File: src/inc/opamp_regs_pkg.sv
// constants and types for the amplifier routing register bank
// ==========================================================
package opamp_regs_pkg;
	// ==========================================================
	// register byte addresses
	localparam logic [3:0] amp1_status_addr = 4'h0;
	localparam logic [3:0] amp1_ctrl_addr = 4'h4;
	localparam logic [3:0] amp2_status_addr = 4'h8;
	localparam logic [3:0] amp2_ctrl_addr = 4'hC;
	localparam logic [3:0] amp2_gain_addr = 4'h0;
	localparam logic [4:0] amp2_gain_byte = 5'h10;
	// ==========================================================
	// bit positions
	localparam int status_bit = 7;
	localparam int comp_route_bit = 7;
	localparam int feedback_bit = 6;
	localparam int ref_hi = 5;
	localparam int ref_lo = 4;
	localparam int pos_pin_bit = 3;
	localparam int neg_pin_bit = 2;
	localparam int out_en_bit = 1;
	localparam int enable_bit = 0;
	localparam int cross_inv_bit = 7;
	localparam int cross_noninv_bit = 6;
	localparam int gain_en_bit = 3;
	localparam logic [7:0] gain_wmask = 8'hCF;
	// ==========================================================
	// reset values and response codes
	localparam logic [7:0] ctrl_reset = 8'h0C;
	localparam logic [7:0] gain_reset = 8'h00;
	localparam logic [1:0] resp_okay = 2'h0;
	localparam logic [1:0] resp_slverr = 2'h2;
	// ==========================================================
	// reference selector codes
	typedef enum logic [1:0] {
		ref_none = 2'b00,
		ref_high = 2'b01,
		ref_mid = 2'b10,
		ref_low = 2'b11
	} ref_sel_t;
	// decoded switch drive for one amplifier
	typedef struct packed {
		logic feedback_sw;
		logic high_ref_sw;
		logic mid_ref_sw;
		logic low_ref_sw;
		logic pos_pin_sw;
		logic neg_pin_sw;
		logic comp_sw;
		logic out_en;
		logic amp_en;
	} amp_switch_t;
	// amp2 gain stage drive
	typedef struct packed {
		logic gain_on;
		logic [5:0] gain_value;
		logic cross_inv_sw;
		logic cross_noninv_sw;
	} gain_drive_t;
endpackage : opamp_regs_pkg

File: src/rtl/opamp_routing_control_regs.sv
// amplifier routing and gain register bank with axi4-lite slave
`timescale 1ns/1ps
`default_nettype none
module opamp_routing_control_regs (
	input wire logic aclk,
	input wire logic aresetn,
	input wire logic [4:0] s_axi_awaddr,
	input wire logic s_axi_awvalid,
	output logic s_axi_awready,
	input wire logic [31:0] s_axi_wdata,
	input wire logic [3:0] s_axi_wstrb,
	input wire logic s_axi_wvalid,
	output logic s_axi_wready,
	output logic [1:0] s_axi_bresp,
	output logic s_axi_bvalid,
	input wire logic s_axi_bready,
	input wire logic [4:0] s_axi_araddr,
	input wire logic s_axi_arvalid,
	output logic s_axi_arready,
	output logic [31:0] s_axi_rdata,
	output logic [1:0] s_axi_rresp,
	output logic s_axi_rvalid,
	input wire logic s_axi_rready,
	input wire logic amp1_output_sample,
	input wire logic amp2_output_sample,
	output opamp_regs_pkg::amp_switch_t amp1_drive,
	output opamp_regs_pkg::amp_switch_t amp2_drive,
	output opamp_regs_pkg::gain_drive_t gain_drive
);
	// ==========================================================
	// register state
	logic [7:0] amp1_ctrl_r;
	logic [7:0] amp2_ctrl_r;
	logic [7:0] amp2_gain_r;
	logic [7:0] amp1_ctrl_nxt;
	logic [7:0] amp2_ctrl_nxt;
	logic [7:0] amp2_gain_nxt;
	logic [7:0] amp1_status_r;
	logic [7:0] amp2_status_r;

	// ==========================================================
	// write channel: address and data taken in either order
	logic aw_held_r;
	logic w_held_r;
	logic [4:0] aw_addr_r;
	logic [31:0] w_data_r;
	logic [3:0] w_strb_r;
	logic wr_fire;
	assign wr_fire = aw_held_r && w_held_r && !s_axi_bvalid;

	always_ff @(posedge aclk) begin
		if (!aresetn) begin
			aw_held_r <= 1'b0;
			aw_addr_r <= 5'h00;
		end else if (s_axi_awvalid && s_axi_awready) begin
			aw_held_r <= 1'b1;
			aw_addr_r <= s_axi_awaddr;
		end else if (wr_fire) begin
			aw_held_r <= 1'b0;
		end
	end

	always_ff @(posedge aclk) begin
		if (!aresetn) begin
			w_held_r <= 1'b0;
			w_data_r <= 32'h00000000;
			w_strb_r <= 4'h0;
		end else if (s_axi_wvalid && s_axi_wready) begin
			w_held_r <= 1'b1;
			w_data_r <= s_axi_wdata;
			w_strb_r <= s_axi_wstrb;
		end else if (wr_fire) begin
			w_held_r <= 1'b0;
		end
	end

	always_ff @(posedge aclk) begin
		if (!aresetn) begin
			s_axi_awready <= 1'b0;
			s_axi_wready <= 1'b0;
		end else begin
			s_axi_awready <= !aw_held_r && !(s_axi_awvalid && s_axi_awready)
				&& !s_axi_bvalid;
			s_axi_wready <= !w_held_r && !(s_axi_wvalid && s_axi_wready) && !s_axi_bvalid;
		end
	end

	logic wr_hit1;
	logic wr_hit2;
	logic wr_hitg;
	logic wr_mapped;
	logic wr_lane0;
	assign wr_lane0 = w_strb_r[0];
	assign wr_hit1 = wr_fire && wr_lane0 && aw_addr_r == {1'b0, opamp_regs_pkg::amp1_ctrl_addr};
	assign wr_hit2 = wr_fire && wr_lane0 && aw_addr_r == {1'b0, opamp_regs_pkg::amp2_ctrl_addr};
	assign wr_hitg = wr_fire && wr_lane0 && aw_addr_r == opamp_regs_pkg::amp2_gain_byte;
	assign wr_mapped = aw_addr_r[4:2] <= opamp_regs_pkg::amp2_gain_byte[4:2];

	always_ff @(posedge aclk) begin
		if (!aresetn) begin
			s_axi_bvalid <= 1'b0;
			s_axi_bresp <= opamp_regs_pkg::resp_okay;
		end else if (wr_fire) begin
			s_axi_bvalid <= 1'b1;
			s_axi_bresp <= wr_mapped ? opamp_regs_pkg::resp_okay : opamp_regs_pkg::resp_slverr;
		end else if (s_axi_bready) begin
			s_axi_bvalid <= 1'b0;
		end
	end

	// ==========================================================
	// next register values with hardware interlocks
	// the interlocks are applied after the write merge so they win
	always_comb begin
		amp1_ctrl_nxt = wr_hit1 ? w_data_r[7:0] : amp1_ctrl_r;
		amp2_ctrl_nxt = wr_hit2 ? w_data_r[7:0] : amp2_ctrl_r;
		amp2_gain_nxt = wr_hitg ? (w_data_r[7:0] & opamp_regs_pkg::gain_wmask) : amp2_gain_r;
		if (!amp1_ctrl_nxt[opamp_regs_pkg::enable_bit])
			amp1_ctrl_nxt[opamp_regs_pkg::feedback_bit] = 1'b0;
		if (amp1_ctrl_nxt[opamp_regs_pkg::pos_pin_bit])
			amp1_ctrl_nxt[opamp_regs_pkg::ref_hi:opamp_regs_pkg::ref_lo] = opamp_regs_pkg::ref_none;
		if (!amp2_ctrl_nxt[opamp_regs_pkg::enable_bit]) begin
			amp2_ctrl_nxt[opamp_regs_pkg::feedback_bit] = 1'b0;
			amp2_gain_nxt[opamp_regs_pkg::gain_en_bit] = 1'b0;
		end
		if (amp2_ctrl_nxt[opamp_regs_pkg::pos_pin_bit]) begin
			amp2_ctrl_nxt[opamp_regs_pkg::ref_hi:opamp_regs_pkg::ref_lo] = opamp_regs_pkg::ref_none;
			amp2_gain_nxt[opamp_regs_pkg::cross_noninv_bit] = 1'b0;
		end
		if (amp2_ctrl_nxt[opamp_regs_pkg::neg_pin_bit])
			amp2_gain_nxt[opamp_regs_pkg::cross_inv_bit] = 1'b0;
	end

	always_ff @(posedge aclk) begin
		if (!aresetn) begin
			amp1_ctrl_r <= opamp_regs_pkg::ctrl_reset;
			amp2_ctrl_r <= opamp_regs_pkg::ctrl_reset;
			amp2_gain_r <= opamp_regs_pkg::gain_reset;
		end else begin
			amp1_ctrl_r <= amp1_ctrl_nxt;
			amp2_ctrl_r <= amp2_ctrl_nxt;
			amp2_gain_r <= amp2_gain_nxt;
		end
	end

	// output samples; low bits read zero
	always_ff @(posedge aclk) begin
		if (!aresetn) begin
			amp1_status_r <= 8'h00;
			amp2_status_r <= 8'h00;
		end else begin
			amp1_status_r <= {amp1_output_sample, 7'h00};
			amp2_status_r <= {amp2_output_sample, 7'h00};
		end
	end

	// ==========================================================
	// read channel
	logic [7:0] rd_byte;
	logic rd_ok;
	always_comb begin
		rd_ok = 1'b1;
		case (s_axi_araddr)
			{1'b0, opamp_regs_pkg::amp1_status_addr}: rd_byte = amp1_status_r;
			{1'b0, opamp_regs_pkg::amp1_ctrl_addr}: rd_byte = amp1_ctrl_r;
			{1'b0, opamp_regs_pkg::amp2_status_addr}: rd_byte = amp2_status_r;
			{1'b0, opamp_regs_pkg::amp2_ctrl_addr}: rd_byte = amp2_ctrl_r;
			opamp_regs_pkg::amp2_gain_byte: rd_byte = amp2_gain_r;
			default: begin
				rd_byte = 8'h00;
				rd_ok = 1'b0;
			end
		endcase
	end

	always_ff @(posedge aclk) begin
		if (!aresetn) begin
			s_axi_arready <= 1'b0;
			s_axi_rvalid <= 1'b0;
			s_axi_rdata <= 32'h00000000;
			s_axi_rresp <= opamp_regs_pkg::resp_okay;
		end else if (s_axi_arvalid && s_axi_arready) begin
			s_axi_arready <= 1'b0;
			s_axi_rvalid <= 1'b1;
			s_axi_rdata <= {24'h000000, rd_byte};
			s_axi_rresp <= rd_ok ? opamp_regs_pkg::resp_okay : opamp_regs_pkg::resp_slverr;
		end else if (s_axi_rvalid) begin
			if (s_axi_rready) begin
				s_axi_rvalid <= 1'b0;
			end
		end else begin
			s_axi_arready <= 1'b1;
		end
	end

	// ==========================================================
	// switch drive decode, registered
	function automatic opamp_regs_pkg::amp_switch_t decode_amp(input logic [7:0] c);
		opamp_regs_pkg::amp_switch_t d;
		d.amp_en = c[opamp_regs_pkg::enable_bit];
		d.out_en = c[opamp_regs_pkg::out_en_bit];
		d.comp_sw = c[opamp_regs_pkg::comp_route_bit];
		d.feedback_sw = c[opamp_regs_pkg::feedback_bit] && c[opamp_regs_pkg::enable_bit];
		d.pos_pin_sw = c[opamp_regs_pkg::pos_pin_bit];
		d.neg_pin_sw = c[opamp_regs_pkg::neg_pin_bit];
		d.high_ref_sw = c[opamp_regs_pkg::ref_hi:opamp_regs_pkg::ref_lo] == opamp_regs_pkg::ref_high;
		d.mid_ref_sw = c[opamp_regs_pkg::ref_hi:opamp_regs_pkg::ref_lo] == opamp_regs_pkg::ref_mid;
		d.low_ref_sw = c[opamp_regs_pkg::ref_hi:opamp_regs_pkg::ref_lo] == opamp_regs_pkg::ref_low;
		return d;
	endfunction : decode_amp

	always_ff @(posedge aclk) begin
		if (!aresetn) begin
			amp1_drive <= '0;
			amp2_drive <= '0;
			gain_drive <= '0;
		end else begin
			amp1_drive <= decode_amp(amp1_ctrl_nxt);
			amp2_drive <= decode_amp(amp2_ctrl_nxt);
			gain_drive.gain_on <= amp2_gain_nxt[opamp_regs_pkg::gain_en_bit];
			// code 0 is unity, otherwise eight times the code
			gain_drive.gain_value <= (amp2_gain_nxt[2:0] == 3'h0) ? 6'h01
				: {amp2_gain_nxt[2:0], 3'h0};
			gain_drive.cross_inv_sw <= amp2_gain_nxt[opamp_regs_pkg::cross_inv_bit];
			gain_drive.cross_noninv_sw <= amp2_gain_nxt[opamp_regs_pkg::cross_noninv_bit];
		end
	end

	// ==========================================================
	// checks
	property p_amp1_fb;
		@(posedge aclk) disable iff (!aresetn)
		!amp1_ctrl_r[opamp_regs_pkg::enable_bit] |-> !amp1_ctrl_r[opamp_regs_pkg::feedback_bit];
	endproperty
	amp1_feedback_lock_a: assert property (p_amp1_fb) else $error("amp1 feedback set while off");
	amp1_ref_clear_a: assert property (@(posedge aclk) disable iff (!aresetn)
		amp1_ctrl_r[opamp_regs_pkg::pos_pin_bit] |-> amp1_ctrl_r[5:4] == 2'b00)
		else $error("amp1 reference not cleared");
	amp2_disable_clear_a: assert property (@(posedge aclk) disable iff (!aresetn)
		!amp2_ctrl_r[0] |-> !amp2_ctrl_r[6] && !amp2_gain_r[3])
		else $error("amp2 disable did not clear bits");
	amp2_pos_clear_a: assert property (@(posedge aclk) disable iff (!aresetn)
		amp2_ctrl_r[3] |-> amp2_ctrl_r[5:4] == 2'b00 && !amp2_gain_r[6])
		else $error("amp2 positive pin did not clear");
	amp2_neg_clear_a: assert property (@(posedge aclk) disable iff (!aresetn)
		amp2_ctrl_r[2] |-> !amp2_gain_r[7]) else $error("cross route not cleared");
	gain_unused_zero_a: assert property (@(posedge aclk) disable iff (!aresetn)
		amp2_gain_r[5:4] == 2'b00) else $error("unused gain bits set");
	comp_switch_track_a: assert property (@(posedge aclk) disable iff (!aresetn)
		amp1_drive.comp_sw == amp1_ctrl_r[7]) else $error("comparator switch mismatch");
	fb_switch_open_a: assert property (@(posedge aclk) disable iff (!aresetn)
		!amp1_ctrl_r[0] |-> !amp1_drive.feedback_sw) else $error("feedback switch closed");
	status_sample_a: assert property (@(posedge aclk) disable iff (!aresetn)
		##1 amp1_status_r[7] == $past(amp1_output_sample)) else $error("status not sampled");
	gain_map_a: assert property (@(posedge aclk) disable iff (!aresetn)
		amp2_gain_r[2:0] != 3'h0 |-> gain_drive.gain_value == {amp2_gain_r[2:0], 3'h0})
		else $error("gain value wrong");
endmodule : opamp_routing_control_regs
`default_nettype wire

File: config.mk
export PLATFORM = sky130hd
export DESIGN_NAME = opamp_routing_control_regs
export DESIGN_NICKNAME = d
export VERILOG_FILES = /design/src/inc/opamp_regs_pkg.sv /design/src/rtl/opamp_routing_control_regs.sv
export SDC_FILE = /design/constraint.sdc
export NUM_CORES = 1
export LEC_CHECK = 0
export BUFFER_PORTS_ARGS = -buffer_cell sky130_fd_sc_hd__buf_4
export CELL_PAD_IN_SITES_DETAIL_PLACEMENT = 0
export CELL_PAD_IN_SITES_GLOBAL_PLACEMENT = 1
export CORE_ASPECT_RATIO = 1.75
export CORE_MARGIN = 4
export CORE_UTILIZATION = 34
export CTS_CLUSTER_DIAMETER = 30
export DETAILED_ROUTE_END_ITERATION = 6
export PLACE_DENSITY = 0.79
export SLEW_MARGIN = 20
export SYNTH_ARGS = -nofsm -noshare
export SYNTH_HDL_FRONTEND = slang
export SYNTH_SLANG_ARGS = --single-unit
File: constraint.sdc
create_clock -name aclk -period 2.3 [get_ports aclk]
set_input_delay 0.23 -clock aclk [delete_from_list [all_inputs] [get_ports aclk]]
set_output_delay 0.23 -clock aclk [all_outputs]
set_load 0.1 [all_outputs]
==> results.md, run 1 <==
- Outcome: finished clean
- Final setup vio count: 0
- First DRT Iteration DRCs: 86
- Worst-path clk slew: 60 ps
- CTS H-tree lvls: 3
- Hold Path Stages: 2
- Worst R2R End: gain_drive[2]$_SDFF_PN0_
- Area share of the largest cell type after synthesis: 47.5%
- Vias in the first global route: 2171
- Routed WL: 6.50 mm
- Initial antenna violation count: 0
- Worst path max stage delay: 590 ps
- Primary FF master, synth: dfxtp_1
- FFs w/ async S/R, synth: 0%
- Min Tclk post-route: 1970 ps
- Clock Skew: 3.42 ps
- Port Buffers: 67
- Initial Util: 34.9%
- Final period utilization: 85.6%
- Total Power: 0.00328 W
- Crit Path Category: reg2reg
- Detailed placement HPWL: 5.03 mm
- DR vias: 2305
- Max Fclk: 508 MHz
- Die Area: 0.0101 mm2
- Ant diodes: 0
- Bufs and invs on worst path: 0
- Grt ovf: 0
- Slowest cell on crit path: or4b_4
- GRT Overall Usage: 13.4%
- First-pass GRT wire length: 10.5 mm
- Drc violations: 0
- Crit-path max FO: 8
- Cells after synthesis: 322
- Worst hold slack: 106 ps
- Least-Margin Pin Slew: 533 ps
- HP Class: in2reg
- Reg2reg setup slack: 330 ps
- Synth top area cells: dfxtp_1 48%, buf_4 10%, mux2i_1 7.2%
- Worst relative slew slack: 64.5%
- DRT Pass-1 Iters: 4
- Layout area overhead: 27.8%
- Layout cells sized above 1: 25.4%
- Core area: 0.00831 mm2
- Sequential cell area fraction in the yosys report: 47.5%
- Layout Nets: 439
- Hold Crit Endpoint: amp1_status_r[7]$_SDFF_PN0_
- Post-synth top area cell: dfxtp_1
- Cts hold-fix bufs: 0
- Lkg Pwr: 1.59 nW
- Setup repair bufs after CTS: 0
- Post-synth top cells: 69 x dfxtp_1, 48 x nand2_1, 39 x buf_4
- Worst-Skew Late Latency: 330 ps
- Synth Warn #: 0
- R2R cell count: 4
- Post-route setup TNS: 0 ps
- FP Rows: 44
- I/O pin count: 123
- Critical path arrival: 2230 ps
- Reg2Reg Launch Point: aw_addr_r[0]$_SDFFE_PN0P_
- Synth cell types: 40
- RSZ-0062 raised after global routing: no
- EDFF count, synth: 0
- Die Wd: 77.9 um
- Power Density: 883 mW/mm2
- Cell with the most instances after synthesis: dfxtp_1
- TritonCTS clock tree: built
- Hold Path Origin: amp1_output_sample
- Die Height: 130 um
- Vias per cell: 4.57
- Worst VDD drop: 411 uV
- Max clock buf depth: 2
- Cells along the critical path: or3b_4 -> or4b_4 -> or4_1 -> a21oi_1
- Filler cell count: 828
- ANT nets after route: 0
- Slew Limit Fails: 0
- Critical Path End Type: register
- Detailed-route wire length per cell: 12.9 um
- Crit. path cell count: 4
- Seq cells post-synth: 69
- CP top delay family: simple AND/OR/NAND/NOR gates
- Num CTS Buffers: 9
- Syn Std Cell Area: 0.00291 mm2
- Largest net degree at the start of global routing: 25
- Max Cap Viol: 0
- Critical path required time: 2560 ps
- Clock sinks: 69
- Final hold viol count: 0
- Root Buffer: clkbuf_16
- Avg Cell Area, Syn: 9.02 um2
- Post-CTS sizing: 0
- Final Wtd Congestion: 0.795
- Startpoint Class: register
## power by group
part | internal (W) | switching (W)
combinational | 0.0000772 | 0.000362
clock | 0.00109 | 0.000502
sequential | 0.00123 | 0.0000261
total | 0.00239 | 0.000891
## cell usage in the layout, fill, tap and decap left out, types with 2 or more instances in the layout
cell	n
inv_1	10
nand3_1	9
nor2_1	21
a2bb2oi_1	5
clkbuf_16	9
bufinv_16	3
nand2b_1	5
mux2_2	2
nand3b_1	8
nand2_1	48
nor4_1	2
mux2i_1	21
dfxtp_1	68
buf_4	74
a21oi_1	30
o21ai_0	8
or4_1	2
and3_1	2
nor3b_1	2
o31ai_1	3
clkinvlp_4	2
conb_1	28
nor3_1	6
and2_1	3
## how the worst max path moves through the flow
stage                                    from                          end  slack [ps]
CTS                 aw_addr_r[0]$_SDFFE_PN0P_     gain_drive[2]$_SDFF_PN0_         330
global route        s_axi_bvalid$_SDFFE_PN0P_    amp2_ctrl_r[4]$_SDFF_PN0_         140
global placement     w_strb_r[0]$_SDFFE_PN0P_     gain_drive[2]$_SDFF_PN0_         360
detailed placement  s_axi_bvalid$_SDFFE_PN0P_  amp2_gain_r[6]$_SDFFE_PP0N_         340
finish              aw_addr_r[0]$_SDFFE_PN0P_     gain_drive[2]$_SDFF_PN0_         330
floorplan           s_axi_bvalid$_SDFFE_PN0P_     gain_drive[2]$_SDFF_PN0_         170
## worst reg2reg max path: stages (launching register included)
cell	delay (ps)
dfxtp_1	310
or3b_4	430
or4b_4	590
or4_1	430
a21oi_1	150
## layout make-up
class | instances | area [um2] | share of cell area (%)
timing repair buffer | 74 | 556 | 15.0
multi-input combinational | 220 | 1240 | 33.5
inverter | 10 | 37.5 | 1.01
clock buffer | 10 | 239 | 6.44
tap | 115 | 144 | 3.88
clock inverter | 6 | 110 | 2.97
sequential | 69 | 1380 | 37.2
## routing by layer
layer  vias up  wire (um)  track usage (%)
li1       1157          -                -
met1      1047       2530             14.2
met5         -          0                0
met2        83       3340             23.4
met3        18        414             3.45
met4         0        214             8.81
## cell families after synthesis
logic type | Yosys count | share of synthesized area, %
other | 1 | 0.129
buffers and inverters | 60 | 13.1
flip-flops | 69 | 47.5
AO/OA/AOI/OAI | 53 | 11.0
multiplexers | 24 | 8.79
AND/OR/NAND/NOR | 115 | 19.4
## through the flow
step           setup WS [ps]  cells  area [um2]  utilization [%]
3_5_place_dp             335    488        3360             40.5
6_report                 332    504        3710             44.7
4_1_cts                  328    504        3710             44.7
2_1_floorplan            169    349        3010                -
3_3_place_gp             361    488        3360             40.5
5_1_grt                  139    504        3710             44.7
## state kept, by name, summed over array words and instances (netlist names), 4 cells and up
register,cells
w_data_r,8
s_axi_rdata,8
amp1_drive,6
amp1_ctrl_r,7
amp2_drive,6
gain_drive,4
amp2_gain_r,6
aw_addr_r,5
amp2_ctrl_r,7
No activity file was read; power rests on OpenSTA's default activity.
==> inputs of run 2 (changes only) <==
Settings changed: BUFFER_PORTS_ARGS -buffer_cell sky130_fd_sc_hd__buf_4 to -buffer_cell sky130_fd_sc_hd__buf_2.
==> run 2 against run 1 <==
  * Flip-flop and latch count is the same
  * Design area shrank 6.2%
  * Die area is the same
  * Global-route usage shrank 0.35 points
  * Sequential share of layout area grew 2.5 points
  * Final cell count is the same
  * Maximum frequency grew 0.15%
  * Clock skew grew 1.7 ps
  * Critical path type unchanged
==> results.md, run 2 (synthesized netlist as in run 1, its figures left out) <==
- Max Fclk: 509 MHz (was 508 MHz)
- I/O pin count: 123 (unchanged)
- Die Height: 130 um (unchanged)
- Worst-Skew Late Latency: 330 ps (about the same)
- Largest net degree at the start of global routing: 25 (unchanged)
- GRT Overall Usage: 13.1% (was 13.4%)
- Grt ovf: 0 (unchanged)
- First DRT Iteration DRCs: 88 (was 86)
- TritonCTS clock tree: built (unchanged)
- Routed WL: 6.52 mm (was 6.50 mm)
- Slew Limit Fails: 0 (unchanged)
- Layout area overhead: 19.9% (was 27.8%)
- FP Rows: 44 (unchanged)
- Reg power frac: 42.5% (was 38.2%)
- Layout Nets: 440 (was 439)
- Post-CTS sizing: 0 (unchanged)
- DR vias: 2283 (was 2305)
- Max Cap Viol: 0 (unchanged)
- HP Class: in2reg (unchanged)
- Critical Path End Type: register (unchanged)
- Clock sinks: 69 (unchanged)
- Worst path max stage delay: 590 ps (about the same)
- Slowest cell on crit path: or4b_4 (unchanged)
- Reg2Reg Launch Point: w_strb_r[0]$_SDFFE_PN0P_ (was aw_addr_r[0]$_SDFFE_PN0P_)
- Final setup vio count: 0 (unchanged)
- ANT nets after route: 0 (unchanged)
- Detailed placement HPWL: 5.07 mm (was 5.03 mm)
- Outcome: finished clean (unchanged)
- Crit path launch: w_strb_r[0]$_SDFFE_PN0P_ (was aw_addr_r[0]$_SDFFE_PN0P_)
- Root Buffer: clkbuf_16 (unchanged)
- Crit Path Category: reg2reg (unchanged)
- Largest registers: s_axi_rdata x8, w_data_r x8 (unchanged)
- Setup repair bufs after CTS: 0 (unchanged)
- Vias per cell: 4.53 (was 4.57)
- Die Wd: 77.9 um (unchanged)
- Crit-path max FO: 8 (unchanged)
- Max clock buf depth: 2 (unchanged)
- Combinational power share: 14.3% (was 13.4%)
- Worst VDD drop: 382 uV (was 411 uV)
- Clock power frac: 43.2% (was 48.4%)
- Top Layer Used: met4 (unchanged)
- Worst-path clk slew: 50 ps (was 60 ps)
- Hold Path Origin: amp1_output_sample (unchanged)
- Worst relative slew slack: 64.8% (was 64.5%)
- Post-route setup TNS: 0 ps (unchanged)
- Power Density: 846 mW/mm2 (was 883 mW/mm2)
- Critical path arrival: 2230 ps (about the same)
- Final instance area: 0.00348 mm2 (was 0.00371 mm2)
- Ant diodes: 0 (unchanged)
- Least-Margin Pin Slew: 528 ps (was 533 ps)
- Vias in the first global route: 2181 (was 2171)
- Num CTS Buffers: 9 (unchanged)
- Initial Util: 34.9% (unchanged)
- Met2 Wirelength: 3.37 mm (was 3.34 mm)
- Port Buffers: 67 (unchanged)
- Startpoint Class: register (unchanged)
- DRT Pass-1 Iters: 4 (unchanged)
- Initial antenna violation count: 0 (unchanged)
- Core area: 0.00831 mm2 (unchanged)
- Leading cell types in the layout, fill and taps excluded: 68 x dfxtp_1, 67 x buf_2, 48 x nand2_1 (was 74 x buf_4, 68 x dfxtp_1, 48 x nand2_1)
- Layout cells sized above 1: 24.9% (was 25.4%)
- Final Wtd Congestion: 0.766 (was 0.795)
- Final period utilization: 85.4% (was 85.6%)
- Critical path required time: 2560 ps (about the same)
- Final hold viol count: 0 (unchanged)
- Die Area: 0.0101 mm2 (unchanged)
- First-pass GRT wire length: 10.2 mm (was 10.5 mm)
- Lkg Pwr: 1.54 nW (was 1.59 nW)
- Detailed-route wire length per cell: 12.9 um (about the same)
- Cells along the critical path: or3b_4 -> or4b_4 -> or4_1 -> a21oi_1 (unchanged)
- Sw Ratio: 28.9% (was 27.2%)
- Routed met3 length: 487 um (was 414 um)
- Net Sw Power: 0.000851 W (was 0.000891 W)
- CTS H-tree lvls: 3 (unchanged)
- Commonest non-fill, non-tap cell in the layout: dfxtp_1 (was buf_4)
- RSZ-0062 raised after global routing: no (unchanged)
- Cts hold-fix bufs: 0 (unchanged)
- Drc violations: 0 (unchanged)
- Met1 wire length: 2.44 mm (was 2.53 mm)
- Min Tclk post-route: 1960 ps (was 1970 ps)
- Internal: 0.00209 W (was 0.00239 W)
- Worst hold slack: 110 ps (was 106 ps)
- Clock Skew: 5.13 ps (was 3.42 ps)
- DP Area: 0.00320 mm2 (was 0.00336 mm2)
==> run 2: cell types whose count changed in the layout (fill, tap and decap cells not counted), sizes merged <==
cell and change:
clkbuf +4, buf +1, bufinv -3, clkinvlp -2
==> run 2: final timing paths <==
kind / depth (start not counted) / to / slack, ps
max: 4 / gain_drive[2]$_SDFF_PN0_ / 340
min reg2reg: 2 / s_axi_rdata[3]$_SDFFE_PN0P_ / 440
min: 2 / amp1_status_r[7]$_SDFF_PN0_ / 110
max reg2reg: 4 / gain_drive[2]$_SDFF_PN0_ / 340
==> run 2: cell type report <==
class	count	area, um2
Multi-Input combinational cell	220	1240
Tap cell	115	144
Timing Repair Buffer	75	395
Inverter	10	37.5
Sequential cell	69	1380
Clock buffer	14	274
Fill cell	849	4830
Clock inverter	1	5.00
==> run 2: power groups by stage <==
stage                     logic [W]  clock network, W  registers, W
final                      0.000420           0.00127       0.00125
after floorplan            0.000307                 0       0.00136
after global placement     0.000420                 0       0.00127
after CTS                  0.000422           0.00130       0.00125
after detailed placement   0.000421                 0       0.00128
after global routing       0.000439           0.00136       0.00126
==> run 2: metrics by stage <==
stage          util, %  total power [W]  cells  setup WS (ps)
2_1_floorplan        -          0.00167    349            169
3_3_place_gp      38.5          0.00169    489            355
3_5_place_dp      38.5          0.00170    489            332
4_1_cts           41.9          0.00298    504            328
5_1_grt           41.9          0.00305    504            203
6_report          41.9          0.00294    504            335
==> run 2: critical path, delay by kind of cell (launching register included) <==
family	cells	cell delay, ps
flip-flops	1	330
AO/OA/AOI/OAI	1	140
AND/OR/NAND/NOR	3	1430
==> run 2: layer usage <==
layer / vias to the layer above / track usage [%]
li1: 1154 / -
met1: 1037 / 12.8
met2: 79 / 23.9
met3: 13 / 4.14
met4: 0 / 7.44
met5: - / 0
